[config.mk]
export PLATFORM = sky130hd
export DESIGN_NAME = mvip_ctrl
export DESIGN_NICKNAME = d
export VERILOG_FILES = /design/src/rtl/mvip_pkg.sv /design/src/rtl/mvip_ctrl.sv
export VERILOG_INCLUDE_DIRS = /design/src /design/src/rtl
export SDC_FILE = /design/constraint.sdc
export NUM_CORES = 1
export LEC_CHECK = 0
export ABC_CLOCK_PERIOD_IN_PS = 19500
export BUFFER_PORTS_ARGS = -buffer_cell sky130_fd_sc_hd__buf_2
export CORE_MARGIN = 3
export CORE_UTILIZATION = 54
export CTS_CLUSTER_SIZE = 12
export DETAILED_ROUTE_END_ITERATION = 10
export GPL_ROUTABILITY_DRIVEN = 0
export PLACE_DENSITY = 0.87
export SYNTH_ARGS = -nofsm -noshare
export SYNTH_HDL_FRONTEND = slang
export SYNTH_SLANG_ARGS = --single-unit
[constraint.sdc]
create_clock -name clk -period 19.5 [get_ports clk]
set_input_delay 1.95 -clock clk [delete_from_list [all_inputs] [get_ports clk]]
set_output_delay 1.95 -clock clk [all_outputs]
set_load 0.01 [all_outputs]
[src/rtl/mvip_regs.svh]
// constants of the multilevel vector interrupt priority unit
`ifndef MVIP_REGS_SVH
`define MVIP_REGS_SVH
`define MVIP_NUM_SRC      18
`define MVIP_NUM_VEC      10
`define MVIP_VEC_BASE     8'h03
`define MVIP_VEC_STEP     8'h08
`define MVIP_SVC_RESET    3'h0
`define MVIP_IDX_RESET    4'h0
`endif

[src/rtl/mvip_pkg.sv]
// types and source map of the multilevel vector interrupt priority unit
`include "mvip_regs.svh"
package mvip_pkg;

  typedef enum logic [1:0]
  {
    LvlNone = 2'h0,
    LvlLow  = 2'h1,
    LvlHigh = 2'h2,
    LvlTop  = 2'h3
  } mvip_level_t;

  typedef enum logic
  {
    MvipIdle  = 1'h0,
    MvipOffer = 1'h1
  } mvip_fsm_t;

  typedef struct packed
  {
    mvip_fsm_t   fsm;
    logic [2:0]  inService;
    logic [3:0]  reqIdx;
    mvip_level_t reqLvl;
  } mvip_state_t;

  // source number to vector index
  function automatic logic [3:0] mvipVecOfSrc(input logic [4:0] s);
    logic [3:0] v;
    v = 4'h0;
    case (s)
      5'h00: v = 4'h0;
      5'h01: v = 4'h1;
      5'h02, 5'h03, 5'h04: v = 4'h2;
      5'h05, 5'h06: v = 4'h3;
      5'h07: v = 4'h4;
      5'h08, 5'h09: v = 4'h5;
      5'h0A, 5'h0B: v = 4'h6;
      5'h0C, 5'h0D: v = 4'h7;
      5'h0E, 5'h0F, 5'h10: v = 4'h8;
      5'h11: v = 4'h9;
      default: v = 4'h0;
    endcase
    return v;
  endfunction

  // the upper choice is highest for the two external vectors, else high
  function automatic mvip_level_t mvipVecLevel(input logic [3:0] v,
                                               input logic sel);
    mvip_level_t l;
    l = LvlLow;
    if (sel)
      l = (v < 4'h2) ? LvlTop : LvlHigh;
    return l;
  endfunction

endpackage

[src/rtl/mvip_ctrl.sv]
// interrupt priority and vectoring unit facing the core sequencer
//
// Function
// - three levels exist: low, high, highest, ordered highest > high > low
// - in service, only strictly higher levels may be offered and nest
// - among pending vectors, the highest level is granted first
// - at equal level, the smallest vector address wins
// - eighteen sources merge onto ten vectors
// - vectors 03H and 0BH take highest or low; others high or low
// - remaining vectors serve their fixed source groups in address order
`timescale 1ns/1ps
module mvip_ctrl
  import mvip_pkg::*;
(
  input  wire logic                     clk,
  input  wire logic                     reset_n,
  input  wire logic [`MVIP_NUM_SRC-1:0] srcEnable,
  input  wire logic [`MVIP_NUM_SRC-1:0] srcPending,
  input  wire logic [`MVIP_NUM_VEC-1:0] levelSel,
  input  wire logic                     intAck,
  input  wire logic                     intReturn,
  output logic                          intReq,
  output logic [7:0]                    intVecAddr,
  output logic [3:0]                    intVecIndex,
  output logic [1:0]                    intLevel,
  output logic [1:0]                    serviceLevel
);

  // ==========================================================
  // source merge
  logic [`MVIP_NUM_VEC-1:0] vecReq;
  mvip_level_t              vecLvl [`MVIP_NUM_VEC];

  genvar gv;
  generate
    for (gv = 0; gv < `MVIP_NUM_VEC; gv++)
    begin : g_vec
      always_comb
      begin
        vecReq[gv] = 1'b0;
        for (int s = 0; s < `MVIP_NUM_SRC; s++)
          if (mvipVecOfSrc(5'(s)) == 4'(gv))
            vecReq[gv] = vecReq[gv] | (srcEnable[s] & srcPending[s]);
        vecLvl[gv] = mvipVecLevel(4'(gv), levelSel[gv]);
      end
    end
  endgenerate

  // ==========================================================
  // state
  mvip_state_t st_q;
  mvip_state_t st_d;

  function automatic mvip_level_t topOf(input logic [2:0] svc);
    mvip_level_t l;
    l = LvlNone;
    if (svc[2])
      l = LvlTop;
    else if (svc[1])
      l = LvlHigh;
    else if (svc[0])
      l = LvlLow;
    return l;
  endfunction

  logic        winValid;
  logic [3:0]  winIdx;
  mvip_level_t winLvl;
  logic [2:0]  svcNext;
  mvip_level_t curLvl;

  always_comb
  begin
    st_d    = st_q;
    svcNext = st_q.inService;
    // a return retires the innermost level first
    if (intReturn)
    begin
      case (topOf(svcNext))
        LvlTop:  svcNext[2] = 1'b0;
        LvlHigh: svcNext[1] = 1'b0;
        LvlLow:  svcNext[0] = 1'b0;
        default: svcNext = svcNext;
      endcase
    end
    if (intAck && st_q.fsm == MvipOffer)
    begin
      case (st_q.reqLvl)
        LvlTop:  svcNext[2] = 1'b1;
        LvlHigh: svcNext[1] = 1'b1;
        LvlLow:  svcNext[0] = 1'b1;
        default: svcNext = svcNext;
      endcase
    end
    curLvl   = topOf(svcNext);
    winValid = 1'b0;
    winIdx   = 4'h0;
    winLvl   = LvlNone;
    // descending scan with >= leaves the smallest index at a tie
    for (int v = `MVIP_NUM_VEC - 1; v >= 0; v--)
      if (vecReq[v] && vecLvl[v] >= winLvl && vecLvl[v] > curLvl)
      begin
        winValid = 1'b1;
        winIdx   = 4'(v);
        winLvl   = vecLvl[v];
      end
    st_d.inService = svcNext;
    // the offer is recomputed every cycle so a newly raised higher
    // request replaces a stale one before the core takes it
    case (st_q.fsm)
      MvipIdle,
      MvipOffer:
      begin
        st_d.fsm    = winValid ? MvipOffer : MvipIdle;
        st_d.reqIdx = winValid ? winIdx : st_q.reqIdx;
        st_d.reqLvl = winValid ? winLvl : LvlNone;
      end
      default:
      begin
        st_d.fsm = MvipIdle;
      end
    endcase
  end

  always_ff @(posedge clk or negedge reset_n)
  begin
    if (!reset_n)
    begin
      st_q.fsm       <= MvipIdle;
      st_q.inService <= `MVIP_SVC_RESET;
      st_q.reqIdx    <= `MVIP_IDX_RESET;
      st_q.reqLvl    <= LvlNone;
    end
    else
    begin
      st_q <= st_d;
    end
  end

  // ==========================================================
  // outputs
  assign intReq       = (st_q.fsm == MvipOffer);
  assign intVecIndex  = st_q.reqIdx;
  assign intVecAddr   = `MVIP_VEC_BASE + {st_q.reqIdx, 3'h0};
  assign intLevel     = st_q.reqLvl;
  assign serviceLevel = topOf(st_q.inService);

  // ==========================================================
  // checks
  logic betterExists;
  always_comb
  begin
    betterExists = 1'b0;
    for (int v = 0; v < `MVIP_NUM_VEC; v++)
      if (vecReq[v] && (vecLvl[v] > winLvl ||
          (vecLvl[v] == winLvl && 4'(v) < winIdx)))
        betterExists = 1'b1;
  end
endmodule // mvip_ctrl

==> results by group, run 1 <==
Run status
  • Status: complete, no violations

Setup path
  • Critical Path Slowest Stage Cell: sky130_fd_sc_hd__nor3_1
  • Arrival time reported for the critical path endpoint: roughly 12000 ps
  • Worst r2r dst: intVecIndex[0]
  • Required arrival time at the worst endpoint: around 20000 ps
  • Category of the most critical setup path: in2reg
  • Startpoint of the most critical register-to-register path: st_q[8]
  • Worst Reg2Reg Path Length in Cells: 52
  • Type of destination of the critical path: flip-flop
  • Number of buffer and inverter stages on the critical path: 4
  • Cell class contributing the biggest share of worst-path delay: compound AO/OA/AOI/OAI gates
  • Maximum fanout along the worst path: 8
  • Worst-case register-to-register setup slack: approximately 8600 ps
  • Logic depth of the worst setup path including buffers: 53
  • Worst setup path end: intVecIndex[0]
  • CP peak stage delay: approximately 570 ps
  • Kind of launch point of the worst setup path: input port
  • Crit-path most repeated cell: sky130_fd_sc_hd__ha_1
  • Critical path startpoint: intAck

STA
  • Summed negative setup slack over all endpoints: 0 ps
  • Final setup violation count: 0
  • Unrepaired setup endpoints after global routing: no
  • Max-slew headroom: 0.551
  • Worst hold margin: slightly above 500 ps
  • Final critical-path required period: 12150 ps
  • Worst Clk Skew: between 0.5 and 0.6 ps
  • Count of pins over their slew limit: 0
  • Transition time of the tightest slew-check pin: approximately 670 ps
  • Peak clock frequency supported by timing: between 80 and 90 MHz
  • Count of final hold-check violations: 0
  • Final worst path period share: 0.623

Die
  • Boundary Pins: 67
  • Die Y-Extent: 63.3 um
  • Total die area: roughly 4000 um2
  • Starting density of the core: 0.572
  • CORE AREA: about 3100 um2
  • Horizontal die dimension: between 60 and 70 um
  • Number of placement rows: 20

Drt
  • Routed wire length per instance: between 10 and 15 um
  • Total DRC errors in the routed layout: 0
  • Count of nets left with antenna violations after detail routing: 0
  • Number of optimization iterations in the first detailed-route pass: 6
  • DR vias/cell: slightly below 6
  • Count of vias placed by the detailed router: 1810
  • Iteration-0 DRC Markers: 110
  • Total wirelength of the detailed-routed design: 3940 um

Clock tree
  • Clock-pin transition on the worst setup and hold timing paths: ~60 ps
  • Count of hold buffers inserted by post-cts repair: 0
  • Buffers inserted by post-CTS timing repair: 0
  • Depth of the CTS H-tree: 1
  • Clock latency of the later-clocked register in the worst-skew pair: about 270 ps
  • Cts bufs inserted: 3
  • Clock Root Buffer: sky130_fd_sc_hd__clkbuf_4
  • Max Root-Sink Buffers: 2
  • Number of sinks on the clock net: 10
  • Count of cells resized by post-cts repair: 0
  • CTS tree: built

Min path
  • Worst min path class: reg2reg
  • Beginning of the worst hold path: intLevel[1]

Finish
  • Highest-count cells in the layout ignoring fill and taps: sky130_fd_sc_hd__buf_2, sky130_fd_sc_hd__ha_1, sky130_fd_sc_hd__nand2_1
  • Final cell area excluding filler cells: roughly 2100 um2
  • Fraction of final layout cells sized beyond drive strength 1: 0.330
  • Fin cells: a little over 300
  • Antenna diodes: 0
  • Most common cell after layout, fill and taps aside: sky130_fd_sc_hd__buf_2
  • Number of nets in the layout: 343
  • Layout overhead on the synthesized area: 17.8%
  • Layout fillers: roughly 280

Place
  • Number of placed instances with taps included: around 300
  • Detailed placer's ending HPWL: ~3300 um
  • Post-DP Area: 2060 um2
  • IO Port Bufs: between 60 and 70

Synthesis
  • Post-synth cell types: just under 60
  • Sequential area share after synthesis: 0.141
  • Fraction of registers with async set or reset after synthesis: 1.00
  • Most common flop cell mapped by yosys: sky130_fd_sc_hd__dfrtp_1
  • Number of synthesis warnings: 0
  • Per-instance average area after synthesis: ~8.5 um2
  • Netlist area before placement: about 1800 um2
  • Count of flip-flops with a built-in enable after synthesis: 0
  • Flops & latches, synth: 10
  • Post-synthesis cell count: approximately 210

Global route
  • Largest net degree at the start of global routing: 13
  • Number of antenna violations at the first check in global routing: 0
  • Overall routing resource usage: 0.199
  • Vias in the first global route: 1633
  • Remaining global-route overflow: 0
  • Wire length of the first global-routing pass: between 6000 and 7000 um

Power and ir drop
  • Total power: about 0.36 mW
  • Peak VDD IR: just over 0.00008 V
  • P_leak: 1.05 nW
  • Power density relative to cell area: ~170 nW/um2

Job
  • Maxcap violations: 0
## metal layers
layer	wire length (um)	share of wire	up-vias	global-route usage
li1	-	-	918	-
met1	1740	0.44	822	0.248
met2	1940	0.49	62	0.355
met3	234	0.059	8	0.0267
met4	27	0.0069	0	0.0566
met5	0	0	-	0
## flip-flops by register name, summed over array words and instances, names as in the netlist
signal and flops:
st_q 3, intReq 1, intLevel 2, intVecIndex 4
## report_power, final
part           switching (mW)  total, mW  internal [mW]
logic                   0.165      0.304          0.138
registers             0.00810     0.0399         0.0318
clock network         0.00740     0.0188         0.0114
## stage by stage
| stage | utilization | worst slack, ps |
|---|---|---|
| floorplan | - | 8300 |
| global placement | 0.663 | 7490 |
| detailed placement | 0.663 | 7150 |
| CTS | 0.674 | 7390 |
| global route | 0.674 | 6370 |
| finish | 0.674 | 7350 |
## cell type report
cell class	instances	area [um2]	area share
Tap cell	44	55.1	0.0263
Clock buffer	4	36.3	0.0173
Multi-Input combinational cell	176	1380	0.661
Inverter	9	33.8	0.0161
Timing Repair Buffer	65	333	0.159
Sequential cell	10	250	0.120
## synth_stat cells (4+ instances only)
library cell | count | area share
sky130_fd_sc_hd__a211o_1 | 4 | 0.020
sky130_fd_sc_hd__a21oi_1 | 12 | 0.034
sky130_fd_sc_hd__a22o_1 | 4 | 0.020
sky130_fd_sc_hd__buf_4 | 14 | 0.059
sky130_fd_sc_hd__dfrtp_1 | 10 | 0.14
sky130_fd_sc_hd__ha_1 | 28 | 0.20
sky130_fd_sc_hd__inv_1 | 9 | 0.019
sky130_fd_sc_hd__nand2_1 | 22 | 0.047
sky130_fd_sc_hd__nand2b_1 | 10 | 0.035
sky130_fd_sc_hd__nand3_1 | 4 | 0.011
sky130_fd_sc_hd__nor2_1 | 8 | 0.017
sky130_fd_sc_hd__nor2b_1 | 6 | 0.021
sky130_fd_sc_hd__nor3_1 | 6 | 0.017
sky130_fd_sc_hd__o2111ai_1 | 7 | 0.035
sky130_fd_sc_hd__o21ai_0 | 5 | 0.014
## worst reg2reg max path: cells and delay by family, from the launching register on
family / cells / cell delay [ps]
multiplexers: 2 / 640
flip-flops: 1 / 400
AND/OR/NAND/NOR: 21 / 3600
AO/OA/AOI/OAI: 18 / 3910
adder cells (fa/ha/maj): 8 / 1940
buffers and inverters: 3 / 310
## cell families (layout without fill, tap and decap cells)
kind of cell,count (synthesis),count (layout),synth area share
AO/OA/AOI/OAI,72,72,0.345
multiplexers,2,2,0.0120
AND/OR/NAND/NOR,70,70,0.214
flip-flops,10,10,0.141
adder cells (fa/ha/maj),28,28,0.197
other,2,4,0.00423
buffers and inverters,25,78,0.0874
## worst min-delay path by stage
stage                     cells after the start  slack [ps]  endpoint
after floorplan                               1         480   st_q[6]
after global placement                        1         500   st_q[6]
after detailed placement                      1         500   st_q[6]
after CTS                                     1         510   st_q[6]
after global routing                          1         570   st_q[6]
final                                         1         510   st_q[6]
No activity file was read; power rests on OpenSTA's default activity.
==> run 2: changes to the inputs <==
ABC_AREA = 1   (was not set)
ABC_CLOCK_PERIOD_IN_PS = 10400   (was 19500)
CORE_UTILIZATION = 46   (was 54)
PLACE_DENSITY = 0.78   (was 0.87)
clock period = 10.4 ns   (was 19.5 ns; I/O delays follow)
==> results by group, run 2 <==
Place
  • Detailed placer's ending HPWL: just over 3000 um
  • IO Port Bufs: 62

Drt
  • Count of nets left with antenna violations after detail routing: 0
  • DR vias/cell: 4.79
  • Iteration-0 DRC Markers: 37
  • Total wirelength of the detailed-routed design: about 3500 um
  • Count of vias placed by the detailed router: 1743
  • Total DRC errors in the routed layout: 0
  • Routed wire length per instance: roughly 9.6 um
  • Number of optimization iterations in the first detailed-route pass: 4

STA
  • Summed negative setup slack over all endpoints: 0 ps
  • Count of final hold-check violations: 0
  • Final critical-path required period: between 9000 and 10000 ps
  • Unrepaired setup endpoints after global routing: no
  • Final setup violation count: 0
  • Final worst path period share: 0.894
  • Worst Clk Skew: around 1.0 ps
  • Count of pins over their slew limit: 0
  • Peak clock frequency supported by timing: approximately 110 MHz

Synthesis
  • Flops & latches, synth: 10
  • Fraction of registers with async set or reset after synthesis: 1.00
  • Number of synthesis warnings: 0
  • Most common flop cell mapped by yosys: sky130_fd_sc_hd__dfrtp_1
  • Biggest area contributors in the synthesized netlist: sky130_fd_sc_hd__ha_1, sky130_fd_sc_hd__dfrtp_1, sky130_fd_sc_hd__nand2_1, sky130_fd_sc_hd__inv_1, sky130_fd_sc_hd__nand3_1
  • Yosys top cell by area: sky130_fd_sc_hd__ha_1
  • Per-instance average area after synthesis: between 7 and 8 um2
  • Most numerous cell in the Yosys netlist: sky130_fd_sc_hd__nand2_1
  • Post-synth cell types: 38
  • Area share of the leading cell type in the synthesized netlist: 0.192
  • Most frequent cells after synthesis: sky130_fd_sc_hd__nand2_1, sky130_fd_sc_hd__inv_1, sky130_fd_sc_hd__ha_1
  • Netlist area before placement: about 1800 um2
  • Count of flip-flops with a built-in enable after synthesis: 0
  • Sequential area share after synthesis: 0.137
  • Post-synthesis cell count: 260

Clock tree
  • Depth of the CTS H-tree: 1
  • Clock latency of the later-clocked register in the worst-skew pair: roughly 230 ps
  • Buffers inserted by post-CTS timing repair: 0
  • Clock Root Buffer: sky130_fd_sc_hd__clkbuf_8
  • Clock-pin transition on the worst setup and hold timing paths: approximately 50 ps
  • Number of sinks on the clock net: 10
  • Max Root-Sink Buffers: 2
  • CTS tree: built
  • Cts bufs inserted: 3

Setup path
  • Critical Path Slowest Stage Cell: sky130_fd_sc_hd__or2_2
  • Required arrival time at the worst endpoint: roughly 11000 ps
  • Crit-path most repeated cell: sky130_fd_sc_hd__nand2_1
  • Number of buffer and inverter stages on the critical path: 11
  • Type of destination of the critical path: flip-flop
  • Arrival time reported for the critical path endpoint: ~9500 ps
  • Category of the most critical setup path: in2reg
  • Maximum fanout along the worst path: 10
  • Cell class contributing the biggest share of worst-path delay: simple AND/OR/NAND/NOR gates
  • CP peak stage delay: approximately 330 ps
  • Kind of launch point of the worst setup path: input port

Global route
  • Largest net degree at the start of global routing: 11
  • Number of antenna violations at the first check in global routing: 0
  • Overall routing resource usage: 0.151
  • Wire length of the first global-routing pass: between 6000 and 7000 um
  • Remaining global-route overflow: 0
  • Met2 track demand over resource in global routing: 0.275
  • Global routing usage on met3: 0.0175
  • Met1 routing resource usage after global routing: 0.182
  • Vias in the first global route: 1598
  • GRT Max-Usage Layer: met2

Die
  • Boundary Pins: 67
  • Starting density of the core: 0.489
  • Number of placement rows: 22
  • Horizontal die dimension: approximately 69 um
  • Die Y-Extent: ~69 um
  • Total die area: approximately 4800 um2
  • CORE AREA: roughly 3700 um2

Finish
  • Layout fillers: 352
  • Largest register FFs: 4
  • Layout overhead on the synthesized area: 19.3%
  • Share of the core filled with cells: 0.583
  • Highest-count cells in the layout ignoring fill and taps: sky130_fd_sc_hd__buf_2, sky130_fd_sc_hd__nand2_1, sky130_fd_sc_hd__inv_1
  • Fraction of final layout cells sized beyond drive strength 1: 0.361
  • Most common cell after layout, fill and taps aside: sky130_fd_sc_hd__buf_2
  • Number of nets in the layout: between 300 and 400
  • Antenna diodes: 0

Power and ir drop
  • Net Switching: 0.379 mW
  • P_leak: 1.26 nW
  • Switching share of power: 0.532
  • Internal Pwr Total: approximately 0.33 mW
  • Peak VDD IR: around 0.00012 V
  • Share of total power in combinational logic: 0.831
  • Part of the power in the clock network: 0.067
  • Power density relative to cell area: about 330 nW/um2
  • Power share of the sequential group: 0.102

Min path
  • Worst min path class: reg2reg

Job
  • Maxcap violations: 0

Run status
  • Status: complete, no violations
-- run 2: cell types whose count changed after synthesis, sizes merged, moves of 8 or more --
cell,delta
inv,+30
nand2,+47
nor2,+9
nand3,+24
nand2b,-10
nor2b,-8
-- run 2: path summary, 6_finish.rpt --
| path | from | depth (start not counted) | to | slack (ps) |
|---|---|---|---|---|
| setup reg to reg | intLevel[1] | 67 | intVecIndex[2] | 1600 |
| min in group asynchronous | reset_n | 1 | intReq | 650 |
| hold / removal | intLevel[1] | 1 | st_q[6] | 510 |
| hold reg to reg | intLevel[1] | 1 | st_q[6] | 510 |
| max in group asynchronous | reset_n | 1 | st_q[6] | 9580 |
| setup / recovery | intReturn | 68 | intVecIndex[2] | 1100 |
-- run 2: worst register-to-register path, delay by kind of cell, from the launching register on --
| family | cells | cell delay, ps |
|---|---|---|
| AND/OR/NAND/NOR | 39 | 4170 |
| AO/OA/AOI/OAI | 9 | 1300 |
| adder cells (fa/ha/maj) | 8 | 2060 |
| buffers and inverters | 11 | 770 |
| flip-flops | 1 | 380 |
-- run 2: cell type report --
type / instances / area, um2 / share of cell area
repair buffers: 64 / 325 / 0.149
multi-input cells: 198 / 1340 / 0.615
well taps: 48 / 60.1 / 0.0275
flip-flops and latches: 10 / 250 / 0.115
inverters: 40 / 150 / 0.0688
clock buffers: 4 / 55.1 / 0.0252
-- run 2: kinds of logic (layout without fill, tap and decap cells) --
group | after synthesis | after routing | synth area share
simple gates | 129 | 129 | 0.374
buf+inv | 54 | 108 | 0.140
compound gates | 37 | 37 | 0.154
fa+ha+maj | 28 | 28 | 0.192
flops | 10 | 10 | 0.137
other cells | 2 | 4 | 0.00411
-- run 2: what timing repair did --
item	in CTS	in global routing
gates resized for setup	0	4
endpoints found under the setup margin	0	5
hold buffers	0	0
-- run 2: power groups by stage --
| stage | logic [mW] | clock network (mW) | registers [mW] |
|---|---|---|---|
| 2_1_floorplan | 0.490 | 0 | 0.0717 |
| 4_1_cts | 0.597 | 0.0491 | 0.0727 |
| 5_1_grt | 0.691 | 0.0507 | 0.0750 |
| 6_report | 0.593 | 0.0477 | 0.0726 |
| 3_3_place_gp | 0.577 | 0 | 0.0726 |
| 3_5_place_dp | 0.594 | 0 | 0.0734 |
-- run 2: routing by layer --
metal / share of wire / up-vias
met2: 0.49 / 40
met5: 0 / -
li1: - / 954
met1: 0.45 / 746
met3: 0.046 / 3
met4: 0.010 / 0
-- run 2: stage by stage --
step / hold WS (ps) / total power [mW] / area (um2) / instances / worst slack (ps)
floorplan: 480 / 0.562 / 1840 / 262 / 1410
global placement: 504 / 0.650 / 2120 / 360 / 964
detailed placement: 499 / 0.667 / 2120 / 360 / 760
CTS: 511 / 0.719 / 2170 / 364 / 979
global route: 538 / 0.817 / 2180 / 364 / 82.0
finish: 512 / 0.713 / 2180 / 364 / 1100
